## src/hdl/fmc_map.svh

```systemverilog
// Constants of the four-bit controller core: bus offsets, fields, reset values, counts.
// Assumes inclusion by bare name from the package and the core only.
//
// Overview of operation
// - Add with carry, carry out, skip on carry
// - Complement add with carry, skip on carry
// - Add immediate, carry untouched, skip on carry
// - Accumulator exclusive-or RAM digit, no skip
// - Indirect jump loads low counter, two cycles
// - Page-two call pushes, forces page two
// - In-page jump, seven bits in pages 2-3
// - Exit pops stack; exit-then-skip always skips
// - Load digit, toggle row by operand
// - Swap, step digit pointer, skip on rollover
// - Store immediate digit, increment digit pointer
// - Skip when selected RAM bit is zero
// - One-byte pointer load codes digit minus one
// - Skip consecutive pointer loads after one
// - Feature load copies operand to enables
// - Timer test skips on carry since test
// - Port G zero tests skip
// - Pulse latch sets on two-cycle low
// - Latch read packs latches, clock pin, zero
// - Reset leaves pulse latches untouched
// - Serial swap exchanges, carry to clock latch
// - Port L read splits to RAM, accumulator
// - Skipped bytes still take one cycle
// - Table lookup two cycles, second level copied
`ifndef FMC_MAP_SVH
`define FMC_MAP_SVH

`define FMC_ADR_W        4
`define FMC_OFF_CTRL     4'h0
`define FMC_OFF_STAT     4'h4
`define FMC_OFF_PORT     4'h8
`define FMC_CTRL_RUN_BIT 0
`define FMC_CTRL_RST     1'b0
`define FMC_PHASE_LAST   2'h3
`define FMC_PHASE_FIRST  2'h0
`define FMC_PC_RST       10'h000
`define FMC_RAM_RST      4'h0
`define FMC_PAGE23       3'h1
`define FMC_PAGE2_CALL_PAGE    4'h2
`define FMC_ADT_TEN      4'ha
`define FMC_TMR_BITS     10
`define FMC_OP_PREFIX_R  8'h23
`define FMC_OP_PREFIX_IO 8'h33
`define FMC_OP_JID       8'hff
`define FMC_OP_TABLE_LOOKUP_TO_Q      8'hbf

`endif

```

## src/hdl/fmc_pkg.sv

```systemverilog
// Types shared by the four-bit controller core and its bench.
// Assumes fmc_map.svh is on the include path.
`include "fmc_map.svh"

package fmc_pkg;

  typedef enum logic [1:0] {
    FMC_ST_OP1 = 2'b00,
    FMC_ST_OP2 = 2'b01,
    FMC_ST_IND = 2'b10
  } fmc_state_t;

  typedef struct packed {
    logic                   cyc;
    logic                   stb;
    logic                   we;
    logic [`FMC_ADR_W-1:0]  adr;
    logic [3:0]             sel;
    logic [31:0]            dat;
  } fmc_wb_req_t;

  typedef struct packed {
    logic [3:0] g;
    logic [3:0] in;
    logic [7:0] l;
    logic       clock_pin_input;
  } fmc_pins_t;

endpackage

```

## src/hdl/fmc_core.sv

```systemverilog
// Four-bit controller core: fetch, decode and execute with RAM, stack and ports.
// Assumes a synchronous program ROM answering rom_data within three mclk of rom_addr,
// pins asynchronous to mclk, and a classic Wishbone master for run control.
`timescale 1ns/100ps
`default_nettype none
`include "fmc_map.svh"

module fmc_core #(
  parameter int TMR_BITS  = `FMC_TMR_BITS,
  parameter bit CKO_IS_GP = 1'b0
) (
  input  wire logic                mclk,
  input  wire logic                sys_rst,
  input  wire fmc_pkg::fmc_wb_req_t wb_req,
  output logic                     wb_ack_o,
  output logic [31:0]              wb_dat_o,
  output logic [9:0]               rom_addr,
  input  wire logic [7:0]          rom_data,
  input  wire fmc_pkg::fmc_pins_t  pins,
  output logic [7:0]               l_out,
  output logic [3:0]               g_out,
  output logic [3:0]               d_out,
  output logic [3:0]               en_out,
  output logic                     sk_out
);

  if (TMR_BITS < 2) begin : g_chk
    $error("TMR_BITS must be at least 2");
  end

  logic [1:0]            phase_r;
  logic                  run_r;
  fmc_pkg::fmc_state_t   state_r, state_nxt;
  logic [9:0]            pc_r, pc_nxt, sa_r, sa_nxt, sb_r, sb_nxt, sc_r, sc_nxt;
  logic [3:0]            a_r, a_nxt, bd_r, bd_nxt, sio_r, sio_nxt;
  logic [1:0]            br_r, br_nxt;
  logic                  c_r, c_nxt, skl_r, skl_nxt;
  logic                  skip_r, skip_nxt, lbi_r, lbi_nxt;
  logic [7:0]            op1_r, op1_nxt, q_r, q_nxt;
  logic [3:0]            g_r, g_nxt, d_r, d_nxt, en_r, en_nxt;
  logic [3:0]            ram_r [0:63];
  logic                  ram_we;
  logic [5:0]            ram_wa;
  logic [3:0]            ram_wd;
  logic                  tmr_clr, il_clr;
  logic [TMR_BITS-1:0]   tmr_cnt_r;
  logic                  tmr_flag_r;
  logic                  il3_r, il0_r;
  logic [1:0]            hist3_r, hist0_r;
  fmc_pkg::fmc_pins_t    pin_s1_r, pin_s2_r;
  logic                  ic_tick, exec;
  logic [9:0]            pc_inc;
  logic [3:0]            m;
  logic [4:0]            sum;
  logic [7:0]            rb;
  logic                  wb_hit;

  // Sum of two digits and carry in, carry out in bit 4
  function automatic logic [4:0] add4(input logic [3:0] x, input logic [3:0] y,
                                      input logic ci);
    add4 = {1'b0, x} + {1'b0, y} + {4'h0, ci};
  endfunction

  // Digit with one bit forced
  function automatic logic [3:0] put_bit(input logic [3:0] v, input logic [1:0] i,
                                         input logic b);
    put_bit = v;
    put_bit[i] = b;
  endfunction

  assign ic_tick = run_r && (phase_r == `FMC_PHASE_LAST);
  assign exec    = ic_tick;
  assign pc_inc  = pc_r + 10'h001;
  assign m       = ram_r[{br_r, bd_r}];
  assign rb      = rom_data;
  assign wb_hit  = wb_req.cyc && wb_req.stb && !wb_ack_o;

  // Pins cross into mclk through two flops; only the second is read
  always_ff @(posedge mclk or posedge sys_rst) begin
    if (sys_rst) begin
      pin_s1_r <= '0;
      pin_s2_r <= '0;
    end else begin
      pin_s1_r <= pins;
      pin_s2_r <= pin_s1_r;
    end
  end

  // Wishbone slave: one wait state, ack drops the cycle after it is given
  always_ff @(posedge mclk or posedge sys_rst) begin
    if (sys_rst) begin
      wb_ack_o <= 1'b0;
      wb_dat_o <= 32'h0000_0000;
      run_r    <= `FMC_CTRL_RST;
    end else begin
      wb_ack_o <= wb_hit;
      wb_dat_o <= 32'h0000_0000;
      if (wb_hit && wb_req.we) begin
        if (wb_req.adr == `FMC_OFF_CTRL && wb_req.sel[0]) begin
          run_r <= wb_req.dat[`FMC_CTRL_RUN_BIT];
        end
      end else if (wb_hit) begin
        case (wb_req.adr)
          `FMC_OFF_CTRL: wb_dat_o <= {31'h0, run_r};
          `FMC_OFF_STAT: wb_dat_o <= {8'h0, state_r, bd_r, br_r, skip_r, c_r, a_r, pc_r};
          `FMC_OFF_PORT: wb_dat_o <= {8'h0, tmr_flag_r, il3_r, il0_r, skl_r, en_r, d_r,
                                      g_r, q_r};
          default:       wb_dat_o <= 32'h0000_0000;
        endcase
      end
    end
  end

  // Instruction cycle is four mclk; ROM address presented in the first phase
  always_ff @(posedge mclk or posedge sys_rst) begin
    if (sys_rst) begin
      phase_r  <= `FMC_PHASE_FIRST;
      rom_addr <= `FMC_PC_RST;
    end else if (run_r) begin
      phase_r <= phase_r + 2'h1;
      if (phase_r == `FMC_PHASE_FIRST) begin
        rom_addr <= (state_r == fmc_pkg::FMC_ST_IND) ? {pc_r[9:8], a_r, m} : pc_r;
      end
    end
  end

  // Decode and execute; every cycle but the indirect one counts one byte, skipped or not
  always_comb begin
    state_nxt = state_r;
    pc_nxt = pc_r;
    sa_nxt = sa_r;
    sb_nxt = sb_r;
    sc_nxt = sc_r;
    a_nxt = a_r;
    c_nxt = c_r;
    br_nxt = br_r;
    bd_nxt = bd_r;
    sio_nxt = sio_r;
    skl_nxt = skl_r;
    skip_nxt = skip_r;
    lbi_nxt = lbi_r;
    op1_nxt = op1_r;
    q_nxt = q_r;
    g_nxt = g_r;
    d_nxt = d_r;
    en_nxt = en_r;
    ram_we = 1'b0;
    ram_wa = {br_r, bd_r};
    ram_wd = m;
    tmr_clr = 1'b0;
    il_clr = 1'b0;
    sum = 5'h00;
    if (exec) begin
      case (state_r)
        fmc_pkg::FMC_ST_OP1: begin
          pc_nxt = pc_inc;
          if (rb == `FMC_OP_PREFIX_R || rb == `FMC_OP_PREFIX_IO || rb[7:4] == 4'h6) begin
            op1_nxt = rb;
            state_nxt = fmc_pkg::FMC_ST_OP2;
          end else if (skip_r) begin
            skip_nxt = 1'b0;
          end else if (lbi_r && rb[7:6] == 2'b00 && rb[3]) begin
            lbi_nxt = 1'b1;
          end else begin
            lbi_nxt = 1'b0;
            casez (rb)
              8'h00: a_nxt = 4'h0;
              8'h01, 8'h11, 8'h03, 8'h13: skip_nxt = !m[{rb[1], rb[4]}];
              8'h02: a_nxt = a_r ^ m;
              8'h10: begin
                sum = add4(~a_r, m, c_r);
                a_nxt = sum[3:0];
                c_nxt = sum[4];
                skip_nxt = sum[4];
              end
              8'h12: begin
                a_nxt = {2'b00, br_r};
                br_nxt = a_r[1:0];
              end
              8'h20: skip_nxt = c_r;
              8'h21: skip_nxt = (a_r == m);
              8'h22: c_nxt = 1'b1;
              8'h30: begin
                sum = add4(a_r, m, c_r);
                a_nxt = sum[3:0];
                c_nxt = sum[4];
                skip_nxt = sum[4];
              end
              8'h31: a_nxt = a_r + m;
              8'h32: c_nxt = 1'b0;
              8'b00??0100: begin
                ram_we = 1'b1;
                ram_wd = a_r;
                a_nxt = m;
                bd_nxt = bd_r + 4'h1;
                br_nxt = br_r ^ rb[5:4];
                skip_nxt = (bd_r == 4'hf);
              end
              8'b00??0101: begin
                a_nxt = m;
                br_nxt = br_r ^ rb[5:4];
              end
              8'b00??0110: begin
                ram_we = 1'b1;
                ram_wd = a_r;
                a_nxt = m;
                br_nxt = br_r ^ rb[5:4];
              end
              8'b00??0111: begin
                ram_we = 1'b1;
                ram_wd = a_r;
                a_nxt = m;
                bd_nxt = bd_r - 4'h1;
                br_nxt = br_r ^ rb[5:4];
                skip_nxt = (bd_r == 4'h0);
              end
              8'b00??1???: begin
                br_nxt = rb[5:4];
                bd_nxt = rb[3:0] + 4'h1;
                lbi_nxt = 1'b1;
              end
              8'h40: a_nxt = ~a_r;
              8'h41: begin
                skip_nxt = tmr_flag_r;
                tmr_clr = 1'b1;
              end
              8'h4c: begin ram_we = 1'b1; ram_wd = put_bit(m, 2'h0, 1'b0); end
              8'h45: begin ram_we = 1'b1; ram_wd = put_bit(m, 2'h1, 1'b0); end
              8'h42: begin ram_we = 1'b1; ram_wd = put_bit(m, 2'h2, 1'b0); end
              8'h43: begin ram_we = 1'b1; ram_wd = put_bit(m, 2'h3, 1'b0); end
              8'h4d: begin ram_we = 1'b1; ram_wd = put_bit(m, 2'h0, 1'b1); end
              8'h47: begin ram_we = 1'b1; ram_wd = put_bit(m, 2'h1, 1'b1); end
              8'h46: begin ram_we = 1'b1; ram_wd = put_bit(m, 2'h2, 1'b1); end
              8'h4b: begin ram_we = 1'b1; ram_wd = put_bit(m, 2'h3, 1'b1); end
              8'h48, 8'h49: begin
                pc_nxt = sa_r;
                sa_nxt = sb_r;
                sb_nxt = sc_r;
                skip_nxt = rb[0];
              end
              8'h4a: a_nxt = a_r + `FMC_ADT_TEN;
              8'h4e: a_nxt = bd_r;
              8'h4f: begin
                a_nxt = sio_r;
                sio_nxt = a_r;
                skl_nxt = c_r;
              end
              8'h50: bd_nxt = a_r;
              8'h5?: begin
                sum = add4(a_r, rb[3:0], 1'b0);
                a_nxt = sum[3:0];
                skip_nxt = sum[4];
              end
              8'h7?: begin
                ram_we = 1'b1;
                ram_wd = rb[3:0];
                bd_nxt = bd_r + 4'h1;
              end
              8'b1???????: begin
                if (rb == `FMC_OP_JID || rb == `FMC_OP_TABLE_LOOKUP_TO_Q) begin
                  op1_nxt = rb;
                  state_nxt = fmc_pkg::FMC_ST_IND;
                end else if (pc_inc[9:7] == `FMC_PAGE23) begin
                  pc_nxt = {pc_inc[9:7], rb[6:0]};
                end else if (rb[6]) begin
                  pc_nxt = {pc_inc[9:6], rb[5:0]};
                end else begin
                  sa_nxt = pc_inc;
                  sb_nxt = sa_r;
                  sc_nxt = sb_r;
                  pc_nxt = {`FMC_PAGE2_CALL_PAGE, rb[5:0]};
                end
              end
              default: a_nxt = a_r;
            endcase
          end
        end
        fmc_pkg::FMC_ST_OP2: begin
          pc_nxt = pc_inc;
          state_nxt = fmc_pkg::FMC_ST_OP1;
          if (skip_r) begin
            skip_nxt = 1'b0;
          end else if (lbi_r && op1_r == `FMC_OP_PREFIX_IO && rb[7:6] == 2'b10) begin
            lbi_nxt = 1'b1;
          end else if (op1_r == `FMC_OP_PREFIX_R) begin
            lbi_nxt = 1'b0;
            ram_wa = rb[5:0];
            a_nxt = ram_r[rb[5:0]];
            ram_we = rb[7];
            ram_wd = a_r;
          end else if (op1_r[7:4] == 4'h6) begin
            lbi_nxt = 1'b0;
            pc_nxt = {op1_r[1:0], rb};
            if (op1_r[3]) begin
              sa_nxt = pc_inc;
              sb_nxt = sa_r;
              sc_nxt = sb_r;
            end
          end else begin
            lbi_nxt = 1'b0;
            casez (rb)
              8'h01, 8'h11, 8'h03, 8'h13: skip_nxt = !pin_s2_r.g[{rb[1], rb[4]}];
              8'h21: skip_nxt = (pin_s2_r.g == 4'h0);
              8'h2a: a_nxt = pin_s2_r.g;
              8'h28: a_nxt = pin_s2_r.in;
              8'h29: begin
                a_nxt = {il3_r, CKO_IS_GP ? pin_s2_r.clock_pin_input : 1'b1, 1'b0, il0_r};
                il_clr = 1'b1;
              end
              8'h2e: begin
                ram_we = 1'b1;
                ram_wd = pin_s2_r.l[7:4];
                a_nxt = pin_s2_r.l[3:0];
              end
              8'h3e: d_nxt = bd_r;
              8'h3a: g_nxt = m;
              8'h3c: q_nxt = {a_r, m};
              8'h2c: begin
                ram_we = 1'b1;
                ram_wd = q_r[7:4];
                a_nxt = q_r[3:0];
              end
              8'h5?: g_nxt = rb[3:0];
              8'h6?: en_nxt = rb[3:0];
              8'b10??????: begin
                br_nxt = rb[5:4];
                bd_nxt = rb[3:0];
                lbi_nxt = 1'b1;
              end
              default: a_nxt = a_r;
            endcase
          end
        end
        fmc_pkg::FMC_ST_IND: begin
          state_nxt = fmc_pkg::FMC_ST_OP1;
          if (op1_r == `FMC_OP_JID) begin
            pc_nxt = {pc_r[9:8], rb};
          end else begin
            q_nxt = rb;
            sc_nxt = sb_r;
          end
        end
        default: state_nxt = fmc_pkg::FMC_ST_OP1;
      endcase
    end
  end

  // Sequencer, counter and stack
  always_ff @(posedge mclk or posedge sys_rst) begin
    if (sys_rst) begin
      state_r <= fmc_pkg::FMC_ST_OP1;
      pc_r    <= `FMC_PC_RST;
      sa_r    <= `FMC_PC_RST;
      sb_r    <= `FMC_PC_RST;
      sc_r    <= `FMC_PC_RST;
      op1_r   <= 8'h00;
      skip_r  <= 1'b0;
      lbi_r   <= 1'b0;
    end else begin
      state_r <= state_nxt;
      pc_r    <= pc_nxt;
      sa_r    <= sa_nxt;
      sb_r    <= sb_nxt;
      sc_r    <= sc_nxt;
      op1_r   <= op1_nxt;
      skip_r  <= skip_nxt;
      lbi_r   <= lbi_nxt;
    end
  end

  // Working registers and output latches
  always_ff @(posedge mclk or posedge sys_rst) begin
    if (sys_rst) begin
      a_r   <= 4'h0;
      c_r   <= 1'b0;
      br_r  <= 2'h0;
      bd_r  <= 4'h0;
      sio_r <= 4'h0;
      skl_r <= 1'b0;
      q_r   <= 8'h00;
      g_r   <= 4'h0;
      d_r   <= 4'h0;
      en_r  <= 4'h0;
    end else begin
      a_r   <= a_nxt;
      c_r   <= c_nxt;
      br_r  <= br_nxt;
      bd_r  <= bd_nxt;
      sio_r <= sio_nxt;
      skl_r <= skl_nxt;
      q_r   <= q_nxt;
      g_r   <= g_nxt;
      d_r   <= d_nxt;
      en_r  <= en_nxt;
    end
  end

  assign l_out  = q_r;
  assign g_out  = g_r;
  assign d_out  = d_r;
  assign en_out = en_r;
  assign sk_out = skl_r;

  // Data RAM, four rows of sixteen digits
  always_ff @(posedge mclk or posedge sys_rst) begin
    if (sys_rst) begin
      for (int i = 0; i < 64; i++) begin
        ram_r[i] <= `FMC_RAM_RST;
      end
    end else if (ram_we) begin
      ram_r[ram_wa] <= ram_wd;
    end
  end

  // Time base; a carry that meets a test in the same cycle is kept
  always_ff @(posedge mclk or posedge sys_rst) begin
    if (sys_rst) begin
      tmr_cnt_r  <= '0;
      tmr_flag_r <= 1'b0;
    end else begin
      if (ic_tick) begin
        tmr_cnt_r <= tmr_cnt_r + {{(TMR_BITS-1){1'b0}}, 1'b1};
      end
      tmr_flag_r <= (ic_tick && (&tmr_cnt_r)) || (tmr_flag_r && !tmr_clr);
    end
  end

  // Pulse latches have no reset so a reset keeps their state
  // Sampled once per instruction cycle: high, then low twice, sets
  always_ff @(posedge mclk) begin
    if (ic_tick) begin
      hist3_r <= {hist3_r[0], pin_s2_r.in[3]};
      hist0_r <= {hist0_r[0], pin_s2_r.in[0]};
    end
    il3_r <= (ic_tick && hist3_r == 2'b10 && !pin_s2_r.in[3]) || (il3_r && !il_clr);
    il0_r <= (ic_tick && hist0_r == 2'b10 && !pin_s2_r.in[0]) || (il0_r && !il_clr);
  end

endmodule

`default_nettype wire

```

## config.mk

```make
export PLATFORM = sky130hd
export DESIGN_NAME = fmc_core
export DESIGN_NICKNAME = d
export VERILOG_FILES = /design/src/hdl/fmc_pkg.sv /design/src/hdl/fmc_core.sv
export VERILOG_INCLUDE_DIRS = /design/src /design/src/hdl
export SDC_FILE = /design/constraint.sdc
export NUM_CORES = 1
export LEC_CHECK = 0
export ABC_AREA = 0
export BUFFER_PORTS_ARGS = -buffer_cell sky130_fd_sc_hd__clkbuf_2
export CORE_MARGIN = 10
export CORE_UTILIZATION = 35
export DETAILED_ROUTE_END_ITERATION = 10
export HOLD_SLACK_MARGIN = 0.1
export PLACE_DENSITY_LB_ADDON = 0.12
export REMOVE_ABC_BUFFERS = 1
export SETUP_SLACK_MARGIN = 0.3
export SLEW_MARGIN = 20
export SYNTH_ARGS = -nofsm -noshare
export SYNTH_HDL_FRONTEND = slang
export SYNTH_SLANG_ARGS = --single-unit
```

## constraint.sdc

```tcl
create_clock -name mclk -period 13.7 [get_ports mclk]
set_input_delay 0.685 -clock mclk [delete_from_list [all_inputs] [get_ports mclk]]
set_output_delay 0.685 -clock mclk [all_outputs]
set_load 0.05 [all_outputs]
```

# Word level (Yosys, flattened, before mapping)
# Index checks and enable logic that the tools add are counted.
[word_totals]
mem_bits_ro = 0
input_bits = 70
ram_bits = 0
latch_bits = 0
memories = 0
regBits = 439
[op_classes]
order_cmp = 5
n_div = 0
n_mux = 191
mul = 0
shift = 0
reduce_logical = 77
bitwise_logic = 13
n_addsub = 13
n_eq_ne = 102
[ops]
columns = ["op", "n"]
rows = [
  ["10-bit 2-to-1 mux", 49],
  ["256-bit bitwise mux", 1],
  ["8-bit by 6-bit == test with 1-bit output (second input constant)", 18],
  ["8-bit by 7-bit == test with 1-bit output (second input constant)", 16],
  ["4-bit 2-to-1 mux", 31],
  ["8-bit 2-to-1 mux", 14],
  ["10-bit one-hot mux with 2 select lines", 5],
  ["24-bit one-hot mux with 3 select lines", 1],
  ["10-bit one-hot mux with 3 select lines", 2],
  ["4-bit binary-select mux with 6-bit select", 2],
  ["24-bit 2-to-1 mux", 2],
  ["4-bit one-hot mux with 12 select lines", 1],
  ["1-bit 2-to-1 mux", 42],
  ["2-bit inequality test (second input constant)", 20],
  ["4-bit one-hot mux with 10 select lines", 1],
  ["4-bit one-hot mux with 2 select lines", 5],
  ["4-bit one-hot mux with 5 select lines", 2],
  ["35-bit OR reduction", 1],
  ["33-bit OR reduction", 1],
  ["8-bit by 5-bit == test with 1-bit output (second input constant)", 4],
  ["31-bit OR reduction", 1],
  ["2-bit 2-to-1 mux", 15],
  ["6-bit 2-to-1 mux", 5],
  ["7-bit AND reduction", 4],
  ["other kinds (67)", 158],
]

# Depth between registers and ports, before layout
[logic_depth]
word_depth = 13
ltp_mapped = 18
ltp_nobuf = 15

# Worst setup path before layout
# Ideal clock, no wire load.
[synth_timing]
path_type = "flip-flop to flip-flop"
startpoint = "register bd_r[1]"
endpoint = "register skip_r"
n_path_buf = 2
slack_ps = 9491
arrival_ps = 4089
required_ps = 13580
setup_time_ps = 120
stages_incl_launch_ff = 16
path_cell_list = "dfrtp_1 > buf_4 > buf_2 > mux2_2 > a221oi_1 > nand3_1 > a32oi_1 > inv_1 > fa_1 > a21o_1 > a21oi_1 > o22ai_1 > or4_1 > o2111ai_1 > a21oi_1 > a31o_2"
[synth_between]
elab_chain_cells = 12
[synth_rtl]
columns = ["item", "line_no", "source"]
rows = [
  ["from (decl)", "fmc_core.sv:35", "logic [3:0] a_r, a_nxt, bd_r, bd_nxt, sio_r, sio_nxt;"],
  ["from (signal assigned)", "fmc_core.sv:388", "bd_r <= bd_nxt;"],
  ["parallel branches: the longest is 7 deep, another holds 4-bit by 4-bit adder with 5-bit output", "n/a", ""],
  ["1-bit one-hot mux with 10 select lines (*)", "fmc_core.sv:166", "casez (rb)"],
  ["1-bit 2-to-1 mux (*)", "fmc_core.sv:162", "end else if (lbi_r && rb[7:6] == 2'b00 && rb[3]) begin"],
  ["1-bit 2-to-1 mux (*)", "fmc_core.sv:160", "end else if (skip_r) begin"],
  ["1-bit 2-to-1 mux (*)", "fmc_core.sv:157", "if (rb == `FMC_OP_PREFIX_R || rb == `FMC_OP_PREFIX_IO || rb[7:4] == 4'h6) begin"],
  ["1-bit one-hot mux with 2 select lines (*)", "fmc_core.sv:154", "case (state_r)"],
  ["to (signal assigned)", "fmc_core.sv:366", "skip_r <= skip_nxt;"],
  ["to (decl)", "fmc_core.sv:38", "logic skip_r, skip_nxt, lbi_r, lbi_nxt;"],
]
# Mark *: on every way between the ends. The select of a mux whose other input is x is not followed.
# A chain may end at the register's enable or synchronous reset.

# Worst setup path after layout
[layout_timing]
startpoint = "register bd_r[0]"
endpoint = "register skip_r"
# Same word-level chain as after synthesis.

==> flow_metrics.env <==
export IMPL_grt_pass1_vias=19100
export IMPL_period_minus_slack_ns=6.04
export IMPL_cts_made_buffers=51
export IMPL_yosysSeqAreaShare=0.431
export IMPL_clockRootBuffer="clkbuf_16"
export IMPL_powerDensity_mw_per_mm2=121
export IMPL_crit_arrival_ns=6.54
export IMPL_cts_tree="built"
export IMPL_clk_latency_ns=0.61
export IMPL_n_antenna_cell=0
export IMPL_dr_first_iter_drc_count=1313
export IMPL_p_leak_nw=11.9
export IMPL_grt_overflow_total=0
export IMPL_clk_path_buf_depth=3
export IMPL_skew_ns=0.0301
export IMPL_relSlewSlack=0.233
export IMPL_wl_met1_mm=37.4
export IMPL_yosys_top_cells_area="dfrtp_1 42%, mux2_2 14%, mux4_2 11%"
export IMPL_cts_resized=0
export IMPL_syn2layout_area_growth_pct=11.7
export IMPL_max_stage_delay_ns=0.84
export IMPL_drv_slew=0
export IMPL_synth_edf_count=4
export IMPL_power_mw=3.40
export IMPL_die_h_um=288
export IMPL_max_freq_mhz=166
export IMPL_routed_wirelength_mm=87.5
export IMPL_layout_commonest_cell="dfrtp_1"
export IMPL_hold_viol=0
export IMPL_die_area_mm2=0.0827
export IMPL_crit_chain="buf_4, mux4_2, a22o_1, o31a_1, a211o_1, inv_2, fa_1, inv_1, fa_1, a21o_1, a21oi_1, o22ai_1, or4_1, o2111ai_1, a21oi_1, a31o_2"
export IMPL_async_reset_ff_frac=0.986
export IMPL_core_area_mm2=0.0712
export IMPL_die_x_um=288
export IMPL_firstDrtPassIters=5
export IMPL_criticalPathCategory="reg2reg"
export IMPL_syn_inst=2131
export IMPL_peakVddDrop_mv=0.0885
export IMPL_clk_pin_slew_ns=0.07
export IMPL_vias=18600
export IMPL_nets=2260
export IMPL_status="complete, no violations"
export IMPL_avgSynthCellArea_um2=11.8
export IMPL_h_tree_depth=2
export IMPL_vias_per_cell=5.90
export IMPL_cts_sink_count=431
export IMPL_yosysTopAreaCell="dfrtp_1"
export IMPL_grt_pass1_wl_mm=131
export IMPL_synth_cell_types=106
export IMPL_routed_top_layer="met5"
export IMPL_synthFlopType="dfrtp_1"
export IMPL_fillCellCount=6955
export IMPL_start_util=0.352
export IMPL_cp_start_kind="flip-flop"
export IMPL_worst_path_max_fanout=38
export IMPL_place_ws_ns=7.74
export IMPL_synth_top_area_frac=0.425
export IMPL_wl_per_cell_um=27.8
export IMPL_dr_wl_met2_mm=41.8
export IMPL_io_buffers=90
export IMPL_worst_slack_ns=7.66
export IMPL_gp_congestion=0.908
export IMPL_cts_setup_buffers=0
export IMPL_max_cap_violations=0
export IMPL_fin_setup_tns_ns=0
export IMPL_rows=98
export IMPL_finalHoldWorstSlack_ns=0.190
export IMPL_drc=0
export IMPL_grt_total_usage=0.209
export IMPL_drive_above_1_share=0.319
export IMPL_required_ns=14.21
export IMPL_postRouteAntennaNets=0
export IMPL_finish_utilization=0.393
export IMPL_grt_max_degree=177
export IMPL_slowest_stage="dfrtp_4"
export IMPL_min_period_over_period=0.441
export IMPL_yosys_warnings=0
export IMPL_rsz0062_at_grt="no"
export IMPL_worst_slew_pin_transition_ns=1.15
export IMPL_holdCritPathClass="in2reg"
export IMPL_routed_wl_met3_mm=5.29
export IMPL_antenna_found_initial=2
export IMPL_cts_hold_buf=0
export IMPL_hpwlAfterDp_mm=59.1
export IMPL_ys_ff_latch=431
export IMPL_layout_common_cells="423 x dfrtp_1, 304 x mux2_2, 150 x nor2_1, 127 x nand2_1, 122 x mux4_2"
export IMPL_finalSetupViolCount=0
export IMPL_worst_setup_path_end_kind="flip-flop"
export IMPL_io_pins=134
export IMPL_synth_area_mm2=0.0251
==> synth_stat cells (all sizes together) (8+ instances only) <==
library cell	instances
mux2i	69
buf	97
o21ai	81
mux4	122
inv	38
o22ai	14
and3	8
a21oi	79
nor4	8
xnor2	19
ha	25
o31ai	10
mux2	314
nor2b	28
nand2	127
and2	19
clkbuf	76
nor2	153
nand4	15
xor2	8
dfrtp	425
a22oi	51
a31oi	14
nor4b	11
nor3	45
or2	15
a211oi	17
a22o	13
nand3	32
a221oi	20
a2111oi	9
nand2b	21
==> flip-flops by register name, indices dropped and copies added (netlist names), 8 cells and up <==
register   flops
ram_r        256
wb_dat_o      24
pin_s1_r      16
pin_s2_r      16
pc_r          10
rom_addr      10
sa_r          10
sb_r          10
sc_r          10
tmr_cnt_r     10
l_out          8
op1_r          8
==> layer usage <==
| metal | track usage | vias to the layer above |
|---|---|---|
| li1 | - | 8036 |
| met1 | 0.276 | 9737 |
| met2 | 0.345 | 657 |
| met3 | 0.0311 | 149 |
| met4 | 0.0704 | 4 |
| met5 | 0 | - |
==> area by class of cell <==
class	instances	area [µm²]	share of cell area
inverter	41	161	0.00577
tap	950	1190	0.0425
timing repair buffer	140	860	0.0307
multi-input combinational	1493	13300	0.473
clock inverter	14	191	0.00684
clock buffer	80	1540	0.0549
sequential	431	10800	0.386
==> worst max-delay path: cells and delay by family (launching register included) <==
kind / cells / cell delay, ns
AO/OA/AOI/OAI: 9 / 2.14
AND/OR/NAND/NOR: 1 / 0.55
multiplexers: 1 / 0.60
flip-flops: 1 / 0.84
adder cells (fa/ha/maj): 2 / 0.66
buffers and inverters: 3 / 1.04
==> path summary, 6_finish.rpt <==
kind	startpoint	slack [ns]	cells past startpoint	endpoint
worst max-delay path	bd_r[0]	7.66	16	skip_r
worst min-delay path	pins[4]	0.19	1	pin_s1_r[4]
worst max register to register	bd_r[0]	7.66	16	skip_r
worst min register to register	pin_s1_r[15]	0.34	0	pin_s2_r[15]
max in group asynchronous	sys_rst	11.87	3	d_out[3]
min in group asynchronous	sys_rst	0.26	2	sb_r[7]
==> where the power goes <==
group	switching [mW]	internal, mW
logic	0.417	0.180
registers	0.0737	1.32
clock network	0.566	0.844
total	1.06	2.34
==> through the flow <==
| step | area, µm² | cells |
|---|---|---|
| finish | 28000 | 3149 |
| floorplan | 24100 | 1965 |
| global route | 28000 | 3149 |
| global placement | 26200 | 3054 |
| CTS | 28000 | 3149 |
| detailed placement | 26300 | 3055 |
==> kinds of logic after synthesis <==
kind of cell | synth area share
compound gates | 0.109
xor+xnor | 0.00944
fa+ha+maj | 0.0181
buf+inv | 0.0434
flops | 0.431
mux | 0.279
other cells | 0.000150
simple gates | 0.111
Power figures use the tool's default switching activity.
